<file path="src/logic/bac_pkg.sv">
// Purpose: constants for the bus area control register block
// Assumes: one 16-bit register at offset 0 of a small local register port
// Notes: field positions and decode values shared by the top and the decoder
// How it works
// - area control register is 16-bit read/write, cleared to zero at power-on reset
// - manual reset and standby leave the register contents untouched
// - bits 15 to 13 are reserved, read-only, always read zero
// - strobe drive bit 0 floats RAS/CAS in standby and release; 1 drives them
// - byte order flag captures the mode pin on the first clock after power-on reset; writes ignored
// - byte order flag 0 means big-endian, 1 little-endian, for all spaces
// - area 0 burst field: 00 ordinary, 01/10/11 burst ROM of 4/8/16
// - area 5 burst field bits 8:7 select ordinary or burst of 4/8/16
// - area 6 burst field bits 6:5 select ordinary or burst of 4/8/16
// - memory type 000 both normal, 100 area 3 DRAM, 101 both DRAM
// - bit 1 makes area 5 card space instead of normal memory
// - bit 0 makes area 6 card space instead of normal memory
package bac_pkg;
    localparam int unsigned BAC_ADDR_W = 4;
    localparam logic [3:0] BAC_OFS_CTRL_ONE = 4'h0;
    localparam logic [15:0] BAC_CTRL_ONE_RST = 16'h0000;
    localparam logic [15:0] BAC_WR_MASK = 16'h17ff;
    localparam int unsigned BAC_BIT_STROBE = 12;
    localparam int unsigned BAC_BIT_ENDIAN = 11;
    localparam int unsigned BAC_A0_BST_LO = 9;
    localparam int unsigned BAC_A5_BST_LO = 7;
    localparam int unsigned BAC_A6_BST_LO = 5;
    localparam int unsigned BAC_MEMTYPE_LO = 2;
    localparam int unsigned BAC_BIT_A5_CARD = 1;
    localparam int unsigned BAC_BIT_A6_CARD = 0;
    localparam logic [2:0] BAC_MT_NORMAL = 3'h0;
    localparam logic [2:0] BAC_MT_A3_DRAM = 3'h4;
    localparam logic [2:0] BAC_MT_BOTH_DRAM = 3'h5;
    localparam logic [4:0] BAC_BURST_NONE = 5'h00;
    localparam logic [4:0] BAC_BURST_4 = 5'h04;
    localparam logic [4:0] BAC_BURST_8 = 5'h08;
    localparam logic [4:0] BAC_BURST_16 = 5'h10;
endpackage : bac_pkg

</file>
<file path="src/logic/bac_burst_dec.sv">
// Purpose: turn a two-bit burst field into a burst enable and beat count
// Assumes: field code 00 means ordinary single access
// Notes: purely combinational
`timescale 1ns/100ps
module bac_burst_dec (
    // field in
    input wire logic [1:0] code,
    // decoded
    output logic burst_en,
    output logic [4:0] beats
);
    import bac_pkg::*;
    always_comb begin
        burst_en = (code != 2'h0);
        case (code)
            2'h1: beats = BAC_BURST_4;
            2'h2: beats = BAC_BURST_8;
            2'h3: beats = BAC_BURST_16;
            default: beats = BAC_BURST_NONE;
        endcase
    end
endmodule : bac_burst_dec

</file>
<file path="src/logic/bac_top.sv">
// Purpose: bus area control register and its decoded area settings
// Assumes: rst_n is the power-on reset; manual reset and standby are plain inputs
// Notes: decoded outputs are registered, so they follow a write by one cycle
//
// The implementer's own choices: the placing of the registers and the address-and-strobe port.
`timescale 1ns/100ps
module bac_top (
    // clock and power-on reset
    input wire logic mclk,
    input wire logic rst_n,
    // mode strap and system state
    input wire logic byte_order_mode_pin,
    input wire logic manual_reset,
    input wire logic standby,
    input wire logic bus_release,
    // register port
    input wire logic [bac_pkg::BAC_ADDR_W-1:0] reg_addr,
    input wire logic [15:0] reg_wdata,
    input wire logic reg_wr,
    input wire logic reg_rd,
    output logic [15:0] reg_rdata,
    // decoded settings for the bus cycle generators
    output logic little_endian,
    output logic strobe_float,
    output logic area0_burst_en,
    output logic [4:0] area0_burst_beats,
    output logic area5_burst_en,
    output logic [4:0] area5_burst_beats,
    output logic area6_burst_en,
    output logic [4:0] area6_burst_beats,
    output logic area2_dram,
    output logic area3_dram,
    output logic area5_card_space,
    output logic area6_card_space
);
    import bac_pkg::*;

    typedef struct packed {
        logic strap_pending;
        logic [15:0] ctrl_one;
        logic [15:0] rdata;
        logic little_endian;
        logic strobe_float;
        logic a0_en;
        logic [4:0] a0_beats;
        logic a5_en;
        logic [4:0] a5_beats;
        logic a6_en;
        logic [4:0] a6_beats;
        logic a2_dram;
        logic a3_dram;
        logic a5_card;
        logic a6_card;
    } bac_state_s;

    bac_state_s st_ff;
    bac_state_s nxt_st;
    logic a0_en_d, a5_en_d, a6_en_d;
    logic [4:0] a0_beats_d, a5_beats_d, a6_beats_d;
    logic [2:0] memtype;

    bac_burst_dec u_a0 (
        .code(nxt_st.ctrl_one[BAC_A0_BST_LO +: 2]),
        .burst_en(a0_en_d),
        .beats(a0_beats_d)
    );
    bac_burst_dec u_a5 (
        .code(nxt_st.ctrl_one[BAC_A5_BST_LO +: 2]),
        .burst_en(a5_en_d),
        .beats(a5_beats_d)
    );
    bac_burst_dec u_a6 (
        .code(nxt_st.ctrl_one[BAC_A6_BST_LO +: 2]),
        .burst_en(a6_en_d),
        .beats(a6_beats_d)
    );

    always_comb begin
        nxt_st = st_ff;
        nxt_st.rdata = 16'h0000;
        // strap caught on the first edge after power-on release, not in reset
        if (st_ff.strap_pending) begin
            nxt_st.strap_pending = 1'b0;
            nxt_st.ctrl_one[BAC_BIT_ENDIAN] = byte_order_mode_pin;
        end
        // manual_reset and standby deliberately do not touch the register
        if (reg_wr && reg_addr == BAC_OFS_CTRL_ONE) begin
            nxt_st.ctrl_one = (reg_wdata & BAC_WR_MASK)
                | (nxt_st.ctrl_one & ~BAC_WR_MASK);
        end
        if (reg_rd && reg_addr == BAC_OFS_CTRL_ONE) begin
            nxt_st.rdata = st_ff.ctrl_one;
        end
        memtype = nxt_st.ctrl_one[BAC_MEMTYPE_LO +: 3];
        nxt_st.little_endian = nxt_st.ctrl_one[BAC_BIT_ENDIAN];
        // float only when not driving and in standby or bus release
        nxt_st.strobe_float = ~nxt_st.ctrl_one[BAC_BIT_STROBE]
            & (standby | bus_release);
        nxt_st.a0_en = a0_en_d;
        nxt_st.a0_beats = a0_beats_d;
        nxt_st.a5_en = a5_en_d;
        nxt_st.a5_beats = a5_beats_d;
        nxt_st.a6_en = a6_en_d;
        nxt_st.a6_beats = a6_beats_d;
        // reserved codes fall back to normal memory
        case (memtype)
            BAC_MT_A3_DRAM: begin
                nxt_st.a2_dram = 1'b0;
                nxt_st.a3_dram = 1'b1;
            end
            BAC_MT_BOTH_DRAM: begin
                nxt_st.a2_dram = 1'b1;
                nxt_st.a3_dram = 1'b1;
            end
            default: begin
                nxt_st.a2_dram = 1'b0;
                nxt_st.a3_dram = 1'b0;
            end
        endcase
        nxt_st.a5_card = nxt_st.ctrl_one[BAC_BIT_A5_CARD];
        nxt_st.a6_card = nxt_st.ctrl_one[BAC_BIT_A6_CARD];
    end

    always_ff @(posedge mclk or negedge rst_n) begin
        if (!rst_n) begin
            st_ff <= '0;
            st_ff.strap_pending <= 1'b1;
            st_ff.ctrl_one <= BAC_CTRL_ONE_RST;
        end else begin
            st_ff <= nxt_st;
        end
    end

    assign reg_rdata = st_ff.rdata;
    assign little_endian = st_ff.little_endian;
    assign strobe_float = st_ff.strobe_float;
    assign area0_burst_en = st_ff.a0_en;
    assign area0_burst_beats = st_ff.a0_beats;
    assign area5_burst_en = st_ff.a5_en;
    assign area5_burst_beats = st_ff.a5_beats;
    assign area6_burst_en = st_ff.a6_en;
    assign area6_burst_beats = st_ff.a6_beats;
    assign area2_dram = st_ff.a2_dram;
    assign area3_dram = st_ff.a3_dram;
    assign area5_card_space = st_ff.a5_card;
    assign area6_card_space = st_ff.a6_card;
endmodule : bac_top

</file>
<file path="config.mk">
export PLATFORM = sky130hd
export DESIGN_NAME = bac_top
export DESIGN_NICKNAME = d
export VERILOG_FILES = /design/src/logic/bac_pkg.sv /design/src/logic/bac_burst_dec.sv /design/src/logic/bac_top.sv
export SDC_FILE = /design/constraint.sdc
export NUM_CORES = 1
export LEC_CHECK = 0
export BUFFER_PORTS_ARGS = -buffer_cell sky130_fd_sc_hd__buf_4
export CAP_MARGIN = 20
export CORE_ASPECT_RATIO = 0.9
export CORE_MARGIN = 5
export CORE_UTILIZATION = 44
export CTS_CLUSTER_SIZE = 25
export DETAILED_ROUTE_END_ITERATION = 10
export GPL_ROUTABILITY_DRIVEN = 0
export PLACE_DENSITY_LB_ADDON = 0.2
export SLEW_MARGIN = 20
export SYNTH_ARGS = -nofsm -noshare
export SYNTH_HDL_FRONTEND = slang
export SYNTH_SLANG_ARGS = --single-unit
</file>
<file path="constraint.sdc">
create_clock -name mclk -period 1 [get_ports mclk]
set_clock_uncertainty 0.05 [all_clocks]
set_input_delay 0.2 -clock mclk [delete_from_list [all_inputs] [get_ports mclk]]
set_output_delay 0.2 -clock mclk [all_outputs]
set_load 0.01 [all_outputs]
</file>
== Yosys cells after proc, flatten, opt, wreduce, memory -nomap -nowiden ==
Cells that the tools add are included.

* Logic and storage cells: 44
* Bits of input ports: 28
* Register bits: 57
* Output and inout port bits: 40

* Reductions and logical operators: 6
* Equality and inequality tests: 11
* Mux-type cells: 7
* Bitwise gates (word level): 4

{| class="wikitable"
|+ Operators by type and width
! cell !! number
|-
| case mux 5 bit (3 select lines) || 3
|-
| two-way mux 16 bit || 1
|-
| OR 13 x 16 -> 16 bit || 1
|-
| two-way mux 13 bit || 1
|-
| == test 2 bit, second input constant || 6
|-
| == test 2 x 1 -> 1 bit, second input constant || 3
|-
| == test 3 bit, second input constant || 2
|-
| nonzero test 2 bit || 3
|-
| logical NOT 4 bit || 1
|-
| case mux 2 bit (2 select lines) || 1
|-
| logical AND 1 bit || 2
|-
| bitwise AND 1 bit || 1
|-
| two-way mux 1 bit || 1
|-
| inverter 1 bit || 1
|-
| OR 1 bit || 1
|}

== Logic depth before layout (Yosys ltp) ==
Gate-level depths: netlist of run 1.

* Depth after elaboration: 5
* Depth in mapped cells: 4
* Gate-level depth less buffers: 3

== Modules after synthesis ==
A second synthesis of run 1 with hierarchy kept.

* Cells, all modules: 141
* Area total of the unflattened synthesis: 1951.9 µm²

{| class="wikitable"
|+ By module, submodules not included
! module !! cells each !! area each (µm²) !! sequential area each (µm²) !! instances
|-
| bac_top || 120 || 1809.2 || 1202.4 || 1
|-
| bac_burst_dec || 7 || 47.5 || 0.0 || 3
|}

== Worst setup path before layout of run 1 ==
OpenSTA, ideal clock, no wires.

* Path type: input to register
* Start point: in reg_addr[3] in the netlist's numbering
* End point: reg st_ff[42] in the netlist's numbering
* Setup time: 0.125 ns
* Cell stages on the path: 4
* Buffers on the path: 1
* Data required time: 0.825 ns
* Data arrival time: 1.174 ns
* Path slack: -0.349 ns
* Cell sequence: nor4_4 nand2_4 buf_6 mux2_4

* Cells in the longest elaborated chain, start to end: 3

{| class="wikitable"
|+ RTL lines
! what !! RTL line !! text
|-
| from (decl) || bac_top.sv:17 || <nowiki>input wire logic [bac_pkg::BAC_ADDR_W-1:0] reg_addr,</nowiki>
|-
| logical NOT 4 bit || bac_top.sv:87 || <nowiki>if (reg_wr && reg_addr == BAC_OFS_CTRL_ONE) begin</nowiki>
|-
| logical AND 1 bit || bac_top.sv:87 ||
|-
| two-way mux 13 bit || bac_top.sv:87 ||
|-
| net memtype[0] || bac_top.sv:60 || <nowiki>logic [2:0] memtype;</nowiki>
|-
| to (signal assigned) || bac_top.sv:130 || <nowiki>st_ff <= nxt_st;</nowiki>
|-
| to (decl) || bac_top.sv:56 || <nowiki>bac_state_s st_ff;</nowiki>
|}

The timed path passes the listed nets, and every way through them passes these cells.
A chain may end at the register's enable or synchronous reset.

==> reports/results.txt, run 1 <==
Unrepaired setup endpoints after global routing: yes
CP top delay family: flip-flops
Worst path required time: 750 ps
Row count: 22
Met2 usage: 0.234
DRT antenna net count: 0
Hold Crit Start: reg_wdata[0]
Htree depth: 2
Core area: 4130 µm²
Max-slew headroom: 0.652
Placed cells: 232
Synth cell count leaders: 41 x dfrtp_1, 32 x buf_4, 14 x mux2i_1, 14 x nand2b_1, 13 x and3_1
Max-slew violations: 0
Number of enable-type register cells in the synthesized netlist: 0
Reg-to-Reg Start: st_ff[56]
Max VDD drop: 0.000731 V
Clock transition at path regs: 80 ps
Synth Warn #: 0
Clock Tree Buf Depth: 2
Fin util: 0.626
Worst hold slack: 87.6 ps
Hold Crit Class: in2reg
Ant. Diodes: 0
Die Span Y: 72.3 µm
Clock sinks: 42
Post-route design area: 2580 µm²
CTS buffer count: 5
Crit path launch: st_ff[41]
Clk_lat worst skew: 290 ps
Register-to-Register Setup Slack: 20 ps
Total Power: 4.47 mW
Final Hold Viols: 0
P per Cell Area: 1730 nW/µm²
Setup TNS: -1670 ps
First-pass GRT wire length: 5840 µm
Synth Register Bits: 42
Dominant cells by area after synthesis: dfrtp_1 54%, buf_4 13%, mux2i_1 7.4%
Avg Cell Area, Syn: 12.6 µm²
Via count: 1168
CP cell instances: buf_6
Arr. time, crit path: 820 ps
Finished Layout Cells: 250
Max FO, Critical Path: 3
Max Cap Violations: 0
Cell at the slowest stage of the critical path: dfrtp_1
Post-synthesis sequential area ratio: 0.554
Root Driver: clkbuf_8
Die Footprint: 5730 µm²
Cell with the most instances after synthesis: dfrtp_1
HPWL after DPL: 2460 µm
Register area: 1050 µm²
Critical path's largest stage delay: 400 ps
Post-synth top area cell: dfrtp_1
Period minus WS final: 1070 ps
Max Clk Rate: 0.936 GHz
Drt pass-1 iters: 4
Port Buf Inserts: 53
Critical path launch point type: flip-flop
Worst slew pin tran: 522 ps
Gate Count Post-Synth: 151
Yosys top cell area share: 0.540
Post-Route WL: 3760 µm
Mapped Area: 1900 µm²
Post-synth ARST share: 1.00
IO Pins: 68
Final routed DRC violation total: 0
Die W: 79.3 µm
LEAKAGE: 1.38 nW
GRT met3 Usage: 0.0484
Share of cells above drive strength 1: 0.465
Total GRT Usage: 0.135
Number of global-route vias before repair: 1213
Largest net degree at the start of global routing: 43
Gr ovfl total: 0
DR vias/cell: 4.67
Fill cells: 309
Synth Flop Type: dfrtp_1
Initial antenna violation count: 0
Crit path kind: reg2out
Bufs and invs on worst path: 1
Tcrit/Tclk final: 1.07
GRT busiest layer: met2
Failing checks: negative setup slack
WL per Instance: 15.0 µm
Setup WS pre-CTS: -459 ps
Final net count: 229
Setup slack after layout: -67.9 ps
Post-synthesis cell type count: 18
DRT iter0 DRCs: 70
Final setup fails: 52
CTS tree: done
Post-placement cell area: 2180 µm²
Starting Density: 0.460
Layout area overhead: 36.0%
GR Util met1: 0.156
Area of the multi-input gates: 693 µm²
CP endpoint kind: primary output
Status: complete, but fails checks
path summary, 6_finish.rpt:
kind / endpoint / cells past startpoint
setup / recovery: area5_card_space / 1
hold / removal: st_ff[40] / 2
setup reg to reg: st_ff[51] / 1
hold reg to reg: strobe_float / 1
max in group asynchronous: st_ff[56] / 2
min in group asynchronous: area0_burst_en / 2
repair_timing:
item | 4_1_cts | 5_1_grt
setup endpoints to repair | 58 | 44
endpoints found under the hold margin | 41 | 0
setup buffers | 3 | 2
gates cloned | 2 | 2
pin swaps | 2 | 1
hold buffers | 1 | 0
resized for setup | 42 | 7
layout by cell type (no fill, tap or decap), drive strengths merged:
master | netlist | layout
a31oi | 1 | 1
nand2b | 14 | 14
mux2i | 14 | 14
mux2 | 13 | 13
nand2 | 7 | 10
dfrtp | 41 | 41
and3 | 13 | 13
dfstp | 1 | 1
clkinv | 0 | 2
nand3b | 2 | 2
conb | 1 | 10
bufinv | 0 | 1
dlygate4sd3 | 0 | 1
a21boi | 1 | 1
nor2 | 7 | 7
clkbuf | 2 | 6
buf | 33 | 64
nor4 | 1 | 1
power by group:
part / total [mW] / switching, mW / leakage (nW) / internal (mW)
Sequential: 2.16 / 0.199 / 0.540 / 1.96
Clock: 1.29 / 0.560 / 0.0579 / 0.735
Combinational: 1.01 / 0.384 / 0.783 / 0.630
flip-flops by register name, indices dropped and copies added (netlist names):
| name | count |
|---|---|
| area0_burst_beats | 3 |
| area0_burst_en | 1 |
| area2_dram | 1 |
| area3_dram | 1 |
| area5_burst_beats | 3 |
| area5_burst_en | 1 |
| area6_burst_beats | 3 |
| area6_burst_en | 1 |
| reg_rdata | 13 |
| st_ff | 14 |
| strobe_float | 1 |
layout make-up:
| type | count | share of cell area |
|---|---|---|
| Multi-Input combinational cell | 86 | 0.268 |
| Timing Repair Buffer | 66 | 0.259 |
| Clock inverter | 3 | 0.0155 |
| Clock buffer | 5 | 0.0266 |
| Sequential cell | 42 | 0.407 |
| Tap cell | 48 | 0.0232 |
metal layers:
layer,part of all wire,up-vias
met3,0.047,2
met4,0.0064,0
met1,0.41,577
met5,0,-
met2,0.54,28
li1,-,561
logic make-up after synthesis:
logic type,count (synthesis),synth area share
and+or+nand+nor,44,0.140
DFF,42,0.554
buffers and inverters,35,0.136
muxes,27,0.161
AOI/OAI and AO/OA,2,0.00725
other,1,0.00197
No activity file was read; power rests on OpenSTA's default activity.
==> run 2, diff against run 1 <==
--- a/config.mk
+++ b/config.mk
@@ -8,9 +8,7 @@
 export BUFFER_PORTS_ARGS = -buffer_cell sky130_fd_sc_hd__buf_4
 export CAP_MARGIN = 20
 export CORE_ASPECT_RATIO = 0.9
-export CORE_MARGIN = 5
 export CORE_UTILIZATION = 44
-export CTS_CLUSTER_SIZE = 25
 export DETAILED_ROUTE_END_ITERATION = 10
 export GPL_ROUTABILITY_DRIVEN = 0
 export PLACE_DENSITY_LB_ADDON = 0.2
==> reports/results.txt, run 2 (same netlist as run 1, synthesis figures left out) <==
Status: complete, but fails checks
Failing checks: design-rule violations, negative setup slack
Final net count: 232
Critical path launch point type: primary input
Placed cells: 235
Arr. time, crit path: 1210 ps
Worst flop-to-flop path endpoint: st_ff[51]
Reg-to-Reg Start: st_ff[56]
Fill cells: 316
Critical path's largest stage delay: 320 ps
GRT busiest layer: met2
Largest Register: st_ff
Worst path required time: 1120 ps
Register-to-Register Setup Slack: 20 ps
Switching Fraction: 0.261
Most frequent CP cell: buf_6
DR vias/cell: 4.66
Core area: 4100 µm²
Max VDD drop: 0.000760 V
Most frequent cells in the layout: 42 x buf_6, 41 x dfrtp_1, 23 x buf_4
Area of the multi-input gates: 703 µm²
Met2 usage: 0.271
Port Buf Inserts: 53
DRT antenna net count: 0
Clk_lat worst skew: 290 ps
CTS buffer count: 5
Combinational power share: 0.246
Max-slew violations: 0
Largest net degree at the start of global routing: 22
Max reg flops: 14
Starting Density: 0.463
Unrepaired setup endpoints after global routing: yes
GRT met3 Usage: 0.0662
Fin util: 0.635
Max Clk Rate: 0.924 GHz
CP top delay family: simple AND/OR/NAND/NOR gates
Final Hold Viols: 0
Clock share of power: 0.237
Via count: 1174
Clock Tree Buf Depth: 2
R2r worst-path depth: 1
IO Pins: 68
Clock sinks: 42
Share of cells above drive strength 1: 0.461
Cell at the slowest stage of the critical path: nor4_4
Max Cap Violations: 0
Htree depth: 2
CTS tree: done
Layout area overhead: 37.0%
Ant. Diodes: 0
CP cell instances: buf_6 -> nor4_4 -> buf_6 -> nand2_8 -> mux2_4
CP endpoint: st_ff[43]
Switch Pwr: 1.09 mW
DRT iter0 DRCs: 28
Row count: 22
Number of global-route vias before repair: 1205
Post-Route WL: 3500 µm
Seq pwr share: 0.517
HPWL after DPL: 2260 µm
Max FO, Critical Path: 5
Crit path launch: reg_addr[3]
WL per Instance: 13.9 µm
First-pass GRT wire length: 5730 µm
Die W: 71.3 µm
Die Span Y: 64.3 µm
Bufs and invs on worst path: 2
LEAKAGE: 1.38 nW
P per Cell Area: 1600 nW/µm²
Clock transition at path regs: 70 ps
Final setup fails: 65
Commonest non-fill, non-tap cell in the layout: buf_6
Gr ovfl total: 0
Die Footprint: 4580 µm²
Final routed DRC violation total: 7
Crit path depth: 5
Total Power: 4.17 mW
CP endpoint kind: flip-flop
Initial antenna violation count: 0
Setup slack after layout: -82.0 ps
GR Util met1: 0.208
Finished Layout Cells: 252
Period minus WS final: 1080 ps
Drt pass-1 iters: 7
Tcrit/Tclk final: 1.08
Register area: 1050 µm²
Pint: 3.08 mW
Hold Crit Class: in2reg
Total GRT Usage: 0.170
Root Driver: clkbuf_8
Crit path kind: in2reg
-- run 2: cell types whose count changed in the layout (fill, tap and decap cells not counted), sizes merged --
cell    delta
clkbuf     +1
clkinv     -2
bufinv     -1
buf        +4
-- run 2: layout make-up --
type / instances / share of cell area
well taps: 48 / 0.0231
multi-input cells: 86 / 0.270
repair buffers: 69 / 0.273
clock buffers: 7 / 0.0293
flip-flops and latches: 42 / 0.404
-- run 2: power groups by stage --
stage	clock network, mW	registers (mW)	logic [mW]
4_1_cts	1.03	2.15	1.01
3_5_place_dp	0	2.16	0.856
6_report	0.987	2.15	1.02
5_1_grt	1.12	2.18	1.11
2_1_floorplan	0	2.15	0.522
3_3_place_gp	0	2.16	0.830
-- run 2: routing by layer --
metal | vias to the layer above | share of wire
met5 | - | 0
met4 | 0 | 0.015
met3 | 5 | 0.078
met2 | 41 | 0.49
met1 | 561 | 0.42
li1 | 567 | -
-- run 2: how the worst min path moves through the flow --
stage	from	endpoint	slack, ps	depth (start not counted)
2_1_floorplan	rst_n	area0_burst_beats[2]	-150	0
6_report	byte_order_mode_pin	st_ff[51]	90	2
4_1_cts	byte_order_mode_pin	st_ff[51]	80	2
3_3_place_gp	rst_n	area0_burst_beats[3]	40	1
3_5_place_dp	rst_n	strobe_float	40	1
5_1_grt	byte_order_mode_pin	st_ff[51]	90	2
-- run 2: timing repair --
| item | CTS | global route |
|---|---|---|
| hold endpoints to repair | 19 | 0 |
| pin swaps | 2 | 1 |
| setup endpoints to repair | 59 | 69 |
| hold buffers | 1 | 0 |
| gates resized for setup | 40 | 13 |
| cloned | 2 | 1 |
| setup buffers | 6 | 0 |
-- run 2: through the flow --
stage	area (µm²)	hold slack, ps	setup slack [ps]	TNS [ps]
after floorplan	1930	-146	-349	-6840
after global placement	2200	40.3	-384	-12340
after detailed placement	2200	44.2	-421	-13260
after CTS	2530	82.1	-68.2	-1480
after global routing	2600	85.2	-114	-4530
final	2600	93.5	-82.0	-2130
==> run 3, diff against run 2 <==
--- a/config.mk
+++ b/config.mk
@@ -11,8 +11,9 @@
 export CORE_UTILIZATION = 44
 export DETAILED_ROUTE_END_ITERATION = 10
 export GPL_ROUTABILITY_DRIVEN = 0
+export HOLD_SLACK_MARGIN = 0.1
 export PLACE_DENSITY_LB_ADDON = 0.2
-export SLEW_MARGIN = 20
+export SLEW_MARGIN = 10
 export SYNTH_ARGS = -nofsm -noshare
 export SYNTH_HDL_FRONTEND = slang
 export SYNTH_SLANG_ARGS = --single-unit
==> reports/results.txt, run 3 (same netlist as run 1, synthesis figures left out) <==
Status: complete, but fails checks
Failing checks: design-rule violations, negative setup slack
Drt pass-1 iters: 7
Most frequent cells in the layout: 41 x dfrtp_1, 41 x buf_6, 24 x buf_4
Largest net degree at the start of global routing: 22
Reg-to-Reg Start: st_ff[56]
Top Layer Used: met4
Tcrit/Tclk final: 1.06
Register-to-Register Setup Slack: 20 ps
Crit path kind: reg2out
Final routed DRC violation total: 7
CP endpoint kind: primary output
Post-placement cell area: 2200 µm²
Max VDD drop: 0.000754 V
CP top delay family: flip-flops
LEAKAGE: 1.40 nW
Largest Register: st_ff
Setup TNS: -1580 ps
Root Driver: clkbuf_8
Critical path launch point type: flip-flop
Fin util: 0.641
Starting Density: 0.463
Post-Route WL: 3470 µm
WHS Path Cells: 2
Die Footprint: 4580 µm²
Number of global-route vias before repair: 1248
Metal3 WL: 286 µm
Period minus WS final: 1060 ps
Max Clk Rate: 0.940 GHz
WHS Endpoint: st_ff[44]
First-pass GRT wire length: 5830 µm
Worst flop-to-flop path endpoint: st_ff[51]
Clk_lat worst skew: 290 ps
DRT antenna net count: 0
Via count: 1187
Worst path required time: 750 ps
Final net count: 236
Ant. Diodes: 0
CTS tree: done
Unrepaired setup endpoints after global routing: yes
Wl on met1: 1440 µm
Die W: 71.3 µm
Max-slew violations: 0
Final setup fails: 55
Gr ovfl total: 0
Share of cells above drive strength 1: 0.447
Htree depth: 2
Clock sinks: 42
Clock transition at path regs: 70 ps
Total GRT Usage: 0.173
DR vias/cell: 4.64
Cell at the slowest stage of the critical path: dfrtp_1
Post-route design area: 2630 µm²
Hold Crit Class: in2reg
R2r worst-path depth: 1
WL per Instance: 13.5 µm
Max reg flops: 14
Bufs and invs on worst path: 1
Die Span Y: 64.3 µm
Setup slack after layout: -63.3 ps
Metal2 WL: 1690 µm
CTS buffer count: 5
Crit path launch: st_ff[41]
DRT iter0 DRCs: 38
Max FO, Critical Path: 3
Row count: 22
P per Cell Area: 1590 nW/µm²
Core area: 4100 µm²
Setup WS pre-CTS: -421 ps
HPWL after DPL: 2260 µm
Port Buf Inserts: 53
Worst hold slack: 119 ps
Layout area overhead: 38.4%
Critical path's largest stage delay: 400 ps
CP cell instances: buf_6
Hold Crit Start: reg_wdata[4]
IO Pins: 68
Initial antenna violation count: 0
Max Cap Violations: 0
Clock Tree Buf Depth: 2
Final Hold Viols: 0
Arr. time, crit path: 810 ps
## run 3: changes by cell type in the layout (fill, tap and decap cells not counted)
cell	previous run	this run
nand2_8	4	3
buf_4	23	24
buf_6	42	41
dlygate4sd3_1	1	6
## run 3: metal layers
layer	vias up	global-route usage
met1	565	0.211
met2	43	0.280
met4	0	0.0675
met3	5	0.0631
met5	-	0
li1	574	-
## run 3: what timing repair did
item / in CTS / in global routing
pin swaps: 2 / 1
gates resized for setup: 40 / 11
hold endpoints to repair: 46 / 1
hold buffers: 5 / 1
buffers inserted: 6 / 0
gates cloned: 2 / 0
setup endpoints to repair: 59 / 69
## run 3: how the worst max path moves through the flow
stage,to,slack [ps],depth (start not counted)
finish,area5_card_space,-60,1
global route,area5_card_space,-110,1
CTS,area5_card_space,-70,1
detailed placement,area6_burst_en,-420,5
global placement,st_ff[44],-380,4
floorplan,st_ff[42],-350,4
## run 3: final cells by class
class / instances / area, µm²
flip-flops and latches: 42 / 1050
clock buffers: 7 / 76.3
fillers: 316 / 1470
well taps: 48 / 60.1
multi-input cells: 85 / 683
repair buffers: 74 / 757
## run 3: metrics by stage
stage	std cells	power [mW]
after CTS	255	4.21
after global routing	256	4.43
final	256	4.17
after detailed placement	235	3.01
after global placement	235	2.99
after floorplan	160	2.68
## run 3: power breakdown
| part | switching (mW) | total, mW | internal, mW | leakage (nW) |
|---|---|---|---|---|
| combinational | 0.384 | 1.03 | 0.649 | 0.818 |
| sequential | 0.193 | 2.15 | 1.96 | 0.540 |
| clock | 0.503 | 0.983 | 0.480 | 0.0383 |
| total | 1.08 | 4.17 | 3.09 | 1.40 |
